==> src/hw/glmoc_defines.svh <==
// Register map, field positions and timing constants of the genlock mode and offset control
// Summary of operation
// - Lock-select pin picks locked or free-run mode
// - Pin high forces free-running operation
// - Free-run timing derived only from crystal clock
// - Locked: timing phase-locked to horizontal reference
// - Locked: crystal drift does not move outputs
// - Reference loss while locked enters hold state
// - Reference format may differ from output format
// - Recognize 36 video and 16 graphics formats
// - Lock control bit 5 overrides pin
// - Three offsets: phase, pixels, lines
// - Phase offset delays outputs up to one period
// - Phase step count follows pixel clock band
// - Zero phase register gives zero phase offset
// - Horizontal offset delays timing in pixels
// - Vertical offset delays line timing in lines
// - Offsets only delay; advance by max minus value
// - Inherent two pixel clock delay to reference; the code gives three (two delay stages plus the output register)
`ifndef GLMOC_DEFINES_SVH
`define GLMOC_DEFINES_SVH
`define GLMOC_OFS_LOCK_CONTROL 8'h16
`define GLMOC_OFS_HORIZONTAL_OFFSET 8'h1B
`define GLMOC_OFS_VERTICAL_OFFSET 8'h1C
`define GLMOC_OFS_SUBPIXEL_PHASE 8'h1D
`define GLMOC_OFS_STATUS 8'h1E
`define GLMOC_OFS_LINE_LENGTH 8'h1F
`define GLMOC_OFS_FRAME_LENGTH 8'h20
`define GLMOC_BIT_HOST_LOCK_SEL 4
`define GLMOC_BIT_OVERRIDE 5
`define GLMOC_RST_LINE_LENGTH 16'h06B4
`define GLMOC_RST_FRAME_LENGTH 16'h020D
`define GLMOC_INHERENT_DELAY 2
`define GLMOC_REF_LOSS_NS 100000
`define GLMOC_CLK_NS 10
`define GLMOC_REF_LOSS_CYC (`GLMOC_REF_LOSS_NS / `GLMOC_CLK_NS)
`define GLMOC_LOCK_LINES 4'h4
`define GLMOC_FMT_AUTO 6'h3F
`endif

==> src/hw/glmoc_pkg.sv <==
// Types of the genlock mode and offset control
package glmoc_pkg;
    // Operating mode, one-hot
    typedef enum logic [3:0] {
        GLMOC_FREE_RUN = 4'h1,
        GLMOC_ACQUIRE = 4'h2,
        GLMOC_LOCKED = 4'h4,
        GLMOC_HOLD = 4'h8
    } glmoc_mode_t;
endpackage

==> src/hw/glmoc_delay_line.sv <==
// Fixed two-stage delay of the timing pulses
`timescale 1ns/100ps
`include "glmoc_defines.svh"
module glmoc_delay_line
(
    input wire clk,
    input wire rstn,
    input wire [1:0] din,
    output logic [1:0] dout
);
    // Pipeline stages
    logic [1:0] stage_reg [`GLMOC_INHERENT_DELAY];

    // Shift register, each stage a generate entry
    genvar g;
    generate
        for (g = 0; g < `GLMOC_INHERENT_DELAY; g++)
        begin : g_stage
            always_ff @(posedge clk or negedge rstn)
            begin
                if (!rstn)
                    stage_reg[g] <= 2'h0;
                else if (g == 0)
                    stage_reg[g] <= din;
                else
                    stage_reg[g] <= stage_reg[(g == 0) ? 0 : g - 1];
            end
        end
    endgenerate

    // Last stage out
    assign dout = stage_reg[`GLMOC_INHERENT_DELAY - 1];
endmodule

==> src/hw/glmoc_top.sv <==
// Genlock mode selection, hold on reference loss, and output offset control
//
// Our own choice: register access over Avalon-MM.
`timescale 1ns/100ps
`include "glmoc_defines.svh"
module glmoc_top
#(
    parameter int REF_LOSS_CYC = `GLMOC_REF_LOSS_CYC
)
(
    input wire clk,
    input wire rstn,
    // Avalon-MM slave
    input wire [7:0] avs_address,
    input wire avs_read,
    input wire avs_write,
    input wire [31:0] avs_writedata,
    output logic [31:0] avs_readdata,
    output logic avs_waitrequest,
    // Reference and strap pins
    input wire lock_select,
    input wire ref_hsync,
    input wire ref_vsync,
    input wire [5:0] video_format_select,
    // Generated timing
    output logic hsync_out,
    output logic vsync_out,
    output logic [8:0] phase_delay_steps,
    output logic free_running,
    output logic locked,
    output logic holding
);
    // Registers written by software
    logic [15:0] lock_control_reg;
    logic [15:0] horizontal_offset_reg;
    logic [15:0] vertical_offset_reg;
    logic [15:0] subpixel_phase_offset_reg;
    logic [15:0] line_length_reg;
    logic [15:0] frame_length_reg;
    // Bus handshake
    logic ack_reg;
    // Mode state
    glmoc_pkg::glmoc_mode_t mode_reg;
    glmoc_pkg::glmoc_mode_t mode_next;
    // Reference edge detection
    logic hs_d_reg;
    logic vs_d_reg;
    logic hs_rise;
    logic vs_rise;
    // Reference presence watchdog
    logic [31:0] loss_cnt_reg;
    logic ref_lost;
    // Lock acquisition counter
    logic [3:0] lock_cnt_reg;
    // Output line and frame counters
    logic [15:0] h_cnt_reg;
    logic [15:0] v_cnt_reg;
    // Undelayed output pulses
    logic hs_raw;
    logic vs_raw;
    logic [1:0] delayed;
    // Effective lock selection, high means free run
    logic sel_free;
    // Phase step width mask
    logic [8:0] phase_mask;
    logic [8:0] phase_field;

    // Pin or host bit chooses mode
    assign sel_free = lock_control_reg[`GLMOC_BIT_OVERRIDE]
        ? lock_control_reg[`GLMOC_BIT_HOST_LOCK_SEL] : lock_select;

    // Bus answers one cycle after a request
    assign avs_waitrequest = (avs_read | avs_write) & ~ack_reg;

    // Acknowledge pulses once per request
    always_ff @(posedge clk or negedge rstn)
    begin
        if (!rstn)
            ack_reg <= 1'b0;
        else
            // High for one cycle after each new request
            ack_reg <= (avs_read | avs_write) & ~ack_reg;
    end

    // Register writes, taken at the accepting edge
    always_ff @(posedge clk or negedge rstn)
    begin
        if (!rstn)
        begin
            lock_control_reg <= 16'h0000;
            horizontal_offset_reg <= 16'h0000;
            vertical_offset_reg <= 16'h0000;
            subpixel_phase_offset_reg <= 16'h0000;
            // Timing lengths start at the default format
            line_length_reg <= `GLMOC_RST_LINE_LENGTH;
            frame_length_reg <= `GLMOC_RST_FRAME_LENGTH;
        end
        else if (avs_write && ack_reg)
        begin
            // Offset decode, any other address ignored
            case (avs_address)
                // Mode control bits
                `GLMOC_OFS_LOCK_CONTROL:
                    lock_control_reg <= avs_writedata[15:0];
                // Pixel delay of the timing outputs
                `GLMOC_OFS_HORIZONTAL_OFFSET:
                    horizontal_offset_reg <= avs_writedata[15:0];
                // Line delay of the line-based outputs
                `GLMOC_OFS_VERTICAL_OFFSET:
                    vertical_offset_reg <= avs_writedata[15:0];
                // Sub-pixel phase steps
                `GLMOC_OFS_SUBPIXEL_PHASE:
                    subpixel_phase_offset_reg <= avs_writedata[15:0];
                // Clocks per output line
                `GLMOC_OFS_LINE_LENGTH:
                    line_length_reg <= avs_writedata[15:0];
                // Lines per output frame
                `GLMOC_OFS_FRAME_LENGTH:
                    frame_length_reg <= avs_writedata[15:0];
                // Unmapped or read-only index: no change
                default:
                    lock_control_reg <= lock_control_reg;
            endcase
        end
    end

    // Read data, registered; unmapped reads return zero
    always_ff @(posedge clk or negedge rstn)
    begin
        if (!rstn)
            avs_readdata <= 32'h0000_0000;
        // Latched in the request cycle, shown at the answer
        else if (avs_read && !ack_reg)
        begin
            case (avs_address)
                `GLMOC_OFS_LOCK_CONTROL:
                    avs_readdata <= {16'h0000, lock_control_reg};
                `GLMOC_OFS_HORIZONTAL_OFFSET:
                    avs_readdata <= {16'h0000, horizontal_offset_reg};
                `GLMOC_OFS_VERTICAL_OFFSET:
                    avs_readdata <= {16'h0000, vertical_offset_reg};
                `GLMOC_OFS_SUBPIXEL_PHASE:
                    avs_readdata <= {16'h0000, subpixel_phase_offset_reg};
                // Status: format pins above the one-hot mode
                `GLMOC_OFS_STATUS:
                    avs_readdata <= {22'h000000, video_format_select, mode_reg};
                `GLMOC_OFS_LINE_LENGTH:
                    avs_readdata <= {16'h0000, line_length_reg};
                `GLMOC_OFS_FRAME_LENGTH:
                    avs_readdata <= {16'h0000, frame_length_reg};
                // Unmapped indices read as zero
                default:
                    avs_readdata <= 32'h0000_0000;
            endcase
        end
    end

    // Reference edge registers
    always_ff @(posedge clk or negedge rstn)
    begin
        if (!rstn)
        begin
            // Idle level low, so no false edge after reset
            hs_d_reg <= 1'b0;
            vs_d_reg <= 1'b0;
        end
        else
        begin
            hs_d_reg <= ref_hsync;
            vs_d_reg <= ref_vsync;
        end
    end

    // Rising edges of the reference pulses
    assign hs_rise = ref_hsync & ~hs_d_reg;
    assign vs_rise = ref_vsync & ~vs_d_reg;

    // Watchdog: reference missing once no line edge for the timeout
    always_ff @(posedge clk or negedge rstn)
    begin
        if (!rstn)
            loss_cnt_reg <= 32'h0000_0000;
        // A reference line edge clears the count; frame edges do not
        else if (hs_rise)
            loss_cnt_reg <= 32'h0000_0000;
        // Saturate so the loss flag stays up
        else if (loss_cnt_reg < REF_LOSS_CYC)
            loss_cnt_reg <= loss_cnt_reg + 32'h0000_0001;
    end

    // Reference counted as lost once the count saturates
    assign ref_lost = (loss_cnt_reg >= REF_LOSS_CYC);

    // Count reference lines while acquiring; any format accepted
    always_ff @(posedge clk or negedge rstn)
    begin
        if (!rstn)
            lock_cnt_reg <= 4'h0;
        // Restart outside acquire or after a loss
        else if (mode_reg != glmoc_pkg::GLMOC_ACQUIRE || ref_lost)
            lock_cnt_reg <= 4'h0;
        // One count per reference line up to the goal
        else if (hs_rise && lock_cnt_reg != `GLMOC_LOCK_LINES)
            lock_cnt_reg <= lock_cnt_reg + 4'h1;
    end

    // Mode transitions
    always_comb
    begin
        mode_next = mode_reg;
        case (mode_reg)
            // Leave free run once pin or host asks for lock
            glmoc_pkg::GLMOC_FREE_RUN:
                if (!sel_free)
                    mode_next = glmoc_pkg::GLMOC_ACQUIRE;
            glmoc_pkg::GLMOC_ACQUIRE:
                // Lock only with reference present
                if (sel_free)
                    mode_next = glmoc_pkg::GLMOC_FREE_RUN;
                else if (lock_cnt_reg == `GLMOC_LOCK_LINES)
                    mode_next = glmoc_pkg::GLMOC_LOCKED;
            // Free-run request wins over reference loss
            glmoc_pkg::GLMOC_LOCKED:
                if (sel_free)
                    mode_next = glmoc_pkg::GLMOC_FREE_RUN;
                else if (ref_lost)
                    mode_next = glmoc_pkg::GLMOC_HOLD;
            // Keep held timing until a reference edge returns
            glmoc_pkg::GLMOC_HOLD:
                if (sel_free)
                    mode_next = glmoc_pkg::GLMOC_FREE_RUN;
                else if (hs_rise)
                    mode_next = glmoc_pkg::GLMOC_ACQUIRE;
            // Illegal code recovers to free run
            default:
                mode_next = glmoc_pkg::GLMOC_FREE_RUN;
        endcase
    end

    // Mode register
    always_ff @(posedge clk or negedge rstn)
    begin
        if (!rstn)
            mode_reg <= glmoc_pkg::GLMOC_FREE_RUN;
        else
            mode_reg <= mode_next;
    end

    // Horizontal counter; reference restarts it only when locked
    // Free run and hold keep counting on the local clock
    always_ff @(posedge clk or negedge rstn)
    begin
        if (!rstn)
            h_cnt_reg <= 16'h0000;
        // Reference line edge restarts the line
        else if (mode_reg == glmoc_pkg::GLMOC_LOCKED && hs_rise)
            h_cnt_reg <= 16'h0001;
        // Local wrap at the programmed line length
        else if (h_cnt_reg >= line_length_reg - 16'h0001)
            h_cnt_reg <= 16'h0000;
        else
            h_cnt_reg <= h_cnt_reg + 16'h0001;
    end

    // Vertical counter, line-based
    always_ff @(posedge clk or negedge rstn)
    begin
        if (!rstn)
            v_cnt_reg <= 16'h0000;
        // Reference frame edge restarts the frame
        else if (mode_reg == glmoc_pkg::GLMOC_LOCKED && vs_rise)
            v_cnt_reg <= 16'h0000;
        // Locked: each reference line edge ends a line
        else if (mode_reg == glmoc_pkg::GLMOC_LOCKED && hs_rise)
        begin
            if (v_cnt_reg >= frame_length_reg - 16'h0001)
                v_cnt_reg <= 16'h0000;
            else
                v_cnt_reg <= v_cnt_reg + 16'h0001;
        end
        // Otherwise a line ends at the local wrap
        else if (h_cnt_reg >= line_length_reg - 16'h0001)
        begin
            if (v_cnt_reg >= frame_length_reg - 16'h0001)
                v_cnt_reg <= 16'h0000;
            else
                v_cnt_reg <= v_cnt_reg + 16'h0001;
        end
    end

    // Output pulses delayed by offsets; positive only
    assign hs_raw = (h_cnt_reg == horizontal_offset_reg);
    assign vs_raw = hs_raw && (v_cnt_reg == vertical_offset_reg);

    // Inherent pipeline delay
    // Vsync rides in the upper bit, hsync in the lower
    glmoc_delay_line u_delay
    (
        .clk(clk),
        .rstn(rstn),
        .din({vs_raw, hs_raw}),
        .dout(delayed)
    );

    // Phase step width by clock band of the format
    always_comb
    begin
        case (video_format_select)
            // Slowest band, 1/512 steps
            6'h01: phase_mask = 9'h1FF;
            // Second band, 1/256 steps
            6'h03, 6'h04, 6'h05, 6'h06, 6'h27, 6'h28, 6'h29, 6'h2A:
                phase_mask = 9'h0FF;
            // Fastest band, 1/64 steps
            6'h15, 6'h16, 6'h17, 6'h2F, 6'h30, 6'h31, 6'h32, 6'h33:
                phase_mask = 9'h03F;
            // Remaining formats, 1/128 steps
            default: phase_mask = 9'h07F;
        endcase
    end

    // Low step bits taken; zero register means zero phase
    assign phase_field = subpixel_phase_offset_reg[8:0] & phase_mask;

    // Registered outputs
    always_ff @(posedge clk or negedge rstn)
    begin
        if (!rstn)
        begin
            hsync_out <= 1'b0;
            vsync_out <= 1'b0;
            phase_delay_steps <= 9'h000;
            // Idle in free run
            free_running <= 1'b1;
            locked <= 1'b0;
            holding <= 1'b0;
        end
        else
        begin
            hsync_out <= delayed[0];
            vsync_out <= delayed[1];
            phase_delay_steps <= phase_field;
            // Flags follow the next state, in step with status
            free_running <= (mode_next == glmoc_pkg::GLMOC_FREE_RUN);
            locked <= (mode_next == glmoc_pkg::GLMOC_LOCKED);
            holding <= (mode_next == glmoc_pkg::GLMOC_HOLD);
        end
    end
endmodule

==> config.mk <==
export PLATFORM = sky130hd
export DESIGN_NAME = glmoc_top
export DESIGN_NICKNAME = d
export VERILOG_FILES = /design/src/hw/glmoc_pkg.sv /design/src/hw/glmoc_delay_line.sv /design/src/hw/glmoc_top.sv
export VERILOG_INCLUDE_DIRS = /design/src /design/src/hw
export SDC_FILE = /design/constraint.sdc
export NUM_CORES = 1
export LEC_CHECK = 0
export BUFFER_PORTS_ARGS = -buffer_cell sky130_fd_sc_hd__clkbuf_2
export CAP_MARGIN = 20
export CORE_MARGIN = 2
export CORE_UTILIZATION = 45
export DETAILED_ROUTE_END_ITERATION = 10
export MAX_ROUTING_LAYER = met4
export PLACE_DENSITY_LB_ADDON = 0.1
export SLEW_MARGIN = 20
export SYNTH_ARGS = -nofsm -noshare
export SYNTH_HDL_FRONTEND = slang
export SYNTH_SLANG_ARGS = --single-unit
==> constraint.sdc <==
create_clock -name clk -period 3.8 [get_ports clk]
set_input_delay 0.57 -clock clk [delete_from_list [all_inputs] [get_ports clk]]
set_output_delay 0.57 -clock clk [all_outputs]
set_load 0.1 [all_outputs]
## After elaboration in Yosys (flattened, before gate mapping)

Memory sizes are Yosys's and may differ from the RTL's.
Cells that the tools add are included.

| cells by class | value |
|---|---|
| equal/unequal tests | 19 |
| muxes and demuxes | 20 |
| add/subtract/negate cells | 6 |
| reduce and logical (&&, ||, !) cells | 17 |
| bitwise operators | 8 |
| order comparisons | 4 |

Operator list:

| operator | number |
|---|---|
| $pmux W16 S7 | 1 |
| $mux W16 | 6 |
| $mux W32 | 2 |
| $eq A8 B5 Y1 const B | 6 |
| $mux W4 | 9 |
| $add A16 B1 Y16 const B | 2 |
| $add A32 B1 Y32 const B | 1 |
| $eq A16 B16 Y1 | 2 |
| $ge A16 B16 Y1 | 2 |
| $ge A32 B14 Y1 const B | 1 |
| $lt A32 B14 Y1 const B | 1 |
| $sub A16 B1 Y16 const B | 2 |
| $pmux W4 S4 | 1 |
| $eq A4 B3 Y1 const B | 3 |
| $reduce_and A2 Y1 | 6 |
| $and A9 B9 Y9 | 1 |
| $eq A4 B1 Y1 const B | 2 |
| $eq A4 B4 Y1 const B | 2 |
| $eq A8 B6 Y1 const B | 1 |
| $logic_and A1 B1 Y1 | 6 |
| $add A4 B1 Y4 const B | 1 |
| $eq A4 B2 Y1 const B | 1 |
| $ne A4 B2 Y1 const B | 1 |
| $ne A4 B3 Y1 const B | 1 |
| other kinds (8) | 13 |

| storage, ports and cells | value |
|---|---|
| flip-flop bits (word level) | 221 |
| memories | 1 |
| ROM bits | 192 |
| word-level logic and storage cells | 98 |
| bits of input ports | 53 |

Memory list:

| name | words | bits a word | rd ports | clocked after Yosys merged registers in | wr ports | RTL line | source |
|---|---|---|---|---|---|---|---|
| (no name shown) | 64 | 3 | 1 | 0 | 0 | glmoc_top.sv:308 | `case (video_format_select)` |

## Depth between registers and ports, before layout

| logic depth | value |
|---|---|
| depth in word-level cells | 6 |
| mapped depth | 16 |

## Modules after synthesis

Synthesis repeated with hierarchy kept, for this count alone.

| unflattened totals | value |
|---|---|
| cells, all modules | 996 |
| area, all modules | 11019.3 um^2 |

Modules (own cells, without submodules):

| module | cells an instance | area an instance (um^2) | times used |
|---|---|---|---|
| glmoc_top | 990 | 10904.2 | 1 |
| glmoc_delay_line | 6 | 115.1 | 1 |

## Least setup slack after synthesis

Ideal clock, no wire load.

| timing path | value |
|---|---|
| path kind | register -> register |
| start | register frame_length_reg[4] |
| end | register v_cnt_reg[14] |
| clock period less this slack | 3072 ps |
| data required time | 3660 ps |
| arrival time | 2932 ps |
| path slack | 728 ps |
| cell stages (with the launch flop) | 14 |
| setup time | 140 ps |
| cells stage by stage | dfrtp_1 or3_1 nor3_1 and3_1 nand2_1 nor3_1 xnor2_1 ha_1 nand4_1 a2111oi_2 a211oi_4 clkbuf_1 o2111ai_1 o211ai_1 |

| on the way | value |
|---|---|
| longest elaborated chain between the ends | 6 |

RTL lines:

| what | RTL line | source |
|---|---|---|
| from (decl) | glmoc_top.sv:39 | `logic [15:0] frame_length_reg;` |
| from (signal assigned) | glmoc_top.sv:96 | `` frame_length_reg <= `GLMOC_RST_FRAME_LENGTH; `` |
| from (signal assigned) | glmoc_top.sv:119 | `frame_length_reg <= avs_writedata[15:0];` |
| $sub A16 B1 Y16 (*) | glmoc_top.sv:276, glmoc_top.sv:284 |  |
| $ge A16 B16 Y1 (*) | glmoc_top.sv:276, glmoc_top.sv:284 |  |
| $mux W16 (*) | glmoc_top.sv:276, glmoc_top.sv:284 |  |
| $mux W16 | glmoc_top.sv:282 | `else if (h_cnt_reg >= line_length_reg - 16'h0001)` |
| $mux W16 (*) | glmoc_top.sv:274 | `else if (mode_reg == glmoc_pkg::GLMOC_LOCKED && hs_rise)` |
| $mux W16 (*) | glmoc_top.sv:271 | `else if (mode_reg == glmoc_pkg::GLMOC_LOCKED && vs_rise)` |
| to (signal assigned) | glmoc_top.sv:279 | `v_cnt_reg <= v_cnt_reg + 16'h0001;` |
| to (signal assigned) | glmoc_top.sv:287 | `v_cnt_reg <= v_cnt_reg + 16'h0001;` |
| to (decl) | glmoc_top.sv:57 | `logic [15:0] v_cnt_reg;` |

Every way passes the cells marked *; elsewhere a longest branch is shown, timed or not. The select of a mux whose other input is x is not followed.
A chain may end at the register's enable or synchronous reset.

## Worst setup path after layout

| timing path | value |
|---|---|
| start | register frame_length_reg[4] |
| end | register v_cnt_reg[9] |

The elaborated chain is that of the path after synthesis.

==> run summary <==
The floorplan die height came out at 161 microns. Clock skew on the completed layout was measured at 10.9 ps. The minimum setup slack in the final design came out at 354 ps. The critical-path maximum fanout came out at 12. The worst ir drop on vdd came out at a little over 0.3 mV. The critical path starts at frame_length_reg[4]$_DFFE_PN0P_. The area of the die came out at ~0.026 sq mm. The detailed-route via count came out at around 7800. In this run the horizontal extent of the chip is ~160 microns. The number of nets with antenna violations after routing came out at 0. The final critical path time including I/O delays and setup came out at ~3400 ps. STA puts the critical path data required time at between 4000 and 5000 ps.

Adding up every negative setup slack in the final design gives 0 ps. The worst hold slack came out at 145 ps. In this run the tightest slew margin relative to its limit is 40.5%. The critical path goes through or3_1 -> nor3_1 -> and3_1 -> nand2_1 -> nor3_1 -> xnor2_1 -> ha_1 -> nand4_1 -> a2111oi_4 -> a211oi_4 -> buf_12 -> o211ai_1 -> buf_4 -> o211ai_1. The share of layout cells above drive strength 1 came out at roughly 25%. Once detailed placement completed, the half-perimeter wirelength came to approximately 19 mm. The initial core utilization is a little under half. The synthesized design contains 0 enable-type register cells. STA classifies the critical path endpoint as a register. In this run the clock root is driven by a clkbuf_16. The pin count of the biggest net entering global routing is 104. Setup repair after global routing left no endpoint under its margin. The synthesis-stage register bit count is around 200. The final antenna diode count is 0. Counting along the longest clock path gives a buffer depth of 3. TritonCTS built the clock tree.

The number of rows in the core area came out at 57. The floorplan step defined a core boundary enclosing roughly 0.024 sq mm. The worst-case reg-to-reg path depth came out at 14.

The number of antenna violations at the first check in global routing is 0. The placed instance area came out at approximately 0.012 sq mm. The leakage component of the power is roughly 6 nW. The library cells used most frequently in the layout, excluding fill and tap cells, are dfrtp_1, mux2_2, nor2_1. The leftover overflow at the end of global routing came out at 0. The share of the Yosys chip area taken by registers is between 40% and 50%. The routability congestion estimate is between 0.7 and 0.8.

The area added between synthesis and finish is 14.1%. The run finished with clean final reports. In the synthesized netlist the dominant register cell turns out to be dfrtp_1. The number of design-rule violations left by the first detailed-router iteration came out at ~420. The number of sinks on the clock net came out at ~210. A synthesized cell averages 11.0 sq um. The total of max-cap violations is 0. The Yosys warning count is 0. The overall routing resource usage came out at between 20 and 25%.

The count of pins on the block boundary is 100. The final-report hold violation count came out at 0. The number of pins with negative max-slew slack in the final report is 0. The kind of path behind the tightest hold check is in2async. The worst setup slack after placement came out at -112 ps.

The signal arrival time at the worst endpoint is approximately 3800 ps. The post-route standard cell area excluding fillers came out at 0.0127 sq mm. The post-detailed-routing wire length came out at approximately 27 mm. The maximum achievable frequency came out at around 290 MHz. CTS built an H-tree with a depth of 1.

For the pin with the worst max-slew slack, the measured transition is approximately 890 ps. The number of distinct standard cells referenced by the synthesized netlist is approximately 70. The netlist area before placement came out at roughly 0.011 sq mm. The number of buffers created by CTS is 25.

The clock transition at the registers of the reported paths came out at roughly 60 ps. The total of endpoints with negative setup slack in the final report came out at 0. The ratio of final minimum period to clock period is approximately 90%. The post-route core utilization came out at 52.2%.

Dividing the detail-routed wire length by the instance count gives ~19 microns. The slowest stage of the critical path belongs to the cell a2111oi_4. The ratio of routed vias to standard cells is 5.47. The first global-routing pass estimated between 40 and 50 mm of wire. After clock tree synthesis, the flow added hold-fix buffers numbering 0. For this run, asynchronously set or reset flops after synthesis account for 100%. The startpoint identified for the worst register-to-register timing path is frame_length_reg[4]$_DFFE_PN0P_. The synthesized netlist cell count is 1015. The register with the most flip-flops in the layout has 32 of them. The final net count came out at roughly 1200. The worst setup path is of the reg2reg kind. The number of global-route vias before repair is roughly 8000. The count of unresolved DRC violations after routing is 0. The first detailed-routing pass ran for 5 iterations. The later pin in the worst-skew pair is clocked with a latency of between 500 and 600 ps. Buffers placed on the I/O ports in this run total 67. Leaving out fill and tap cells, the most frequent cell in the layout is dfrtp_1. The power density of the placed cells is about 420 mW/mm^2.

The worst setup path is launched from a register. For this run, the slowest stage of the critical path takes 550 ps.
synth_stat cells, drive strengths merged, types with 23 or more instances:
| cell | number | area (sq um) |
|---|---|---|
| a21oi | 30 | 150 |
| xnor2 | 50 | 438 |
| dfrtp | 193 | 4830 |
| o2111ai | 23 | 201 |
| nand2 | 67 | 256 |
| mux2 | 113 | 1310 |
| ha | 40 | 500 |
| nand3 | 38 | 213 |
| o21ai | 36 | 184 |
| xor2 | 38 | 333 |
| nor2 | 72 | 270 |
| buf | 46 | 295 |
| inv | 26 | 97.6 |
| and2 | 23 | 146 |
power by group:
group | switching, mW | total, mW | internal (mW)
clock network | 0.944 | 2.49 | 1.55
logic | 0.387 | 0.581 | 0.194
registers | 0.0540 | 2.30 | 2.25
what timing repair did:
action	4_1_cts	5_1_grt
resized for setup	0	7
cloned	1	0
pin swaps	1	2
setup endpoints to repair	5	30
buffers inserted	0	3
critical path: cells and delay by family (launching register included):
family          cells  cell delay (ps)
buf+inv             2              350
xor+xnor            1              100
compound gates      4              860
simple gates        6             1350
flops               1              370
fa+ha+maj           1              290
layer usage:
layer  GRT usage [%]  up-vias  wire [microns]
li1                -     3768               -
met1            31.2     3892           13200
met4            5.56        0             648
met3            2.77       38             802
met5               -        -               0
met2            34.8      108           12600
path summary, 6_finish.rpt:
path / end / slack (ps)
max: v_cnt_reg[9]$_DFFE_PN0P_ / 350
min: loss_cnt_reg[29]$_DFFE_PN0P_ / 140
max reg2reg: v_cnt_reg[9]$_DFFE_PN0P_ / 350
min reg2reg: vsync_out$_DFF_PN0_ / 350
max in group asynchronous: frame_length_reg[9]$_DFFE_PN1P_ / 2820
min in group clk: vs_d_reg$_DFF_PN0_ / 170
cell families after synthesis:
kind of cell	count (synthesis)	synth area share, %
DFF	205	46.3
and+or+nand+nor	301	14.3
buffers and inverters	90	4.14
AOI/OAI and AO/OA	159	10.5
xor gates and xnor gates	88	6.93
other	1	0.0337
adders and majority gates	40	4.50
muxes	131	13.4
through the flow:
stage | std cells | power, mW
finish | 1426 | 5.37
global route | 1426 | 5.59
CTS | 1422 | 5.43
detailed placement | 1375 | 2.92
global placement | 1375 | 2.91
floorplan | 1030 | 2.75
layout make-up:
| class | instances | area, sq um |
|---|---|---|
| sequential | 205 | 5140 |
| tap | 324 | 405 |
| inverter | 26 | 97.6 |
| timing repair buffer | 89 | 563 |
| clock buffer | 36 | 697 |
| fill | 2188 | 11600 |
| multi-input combinational | 736 | 5630 |
| clock inverter | 10 | 159 |
(Power assumes the default switching activity.)
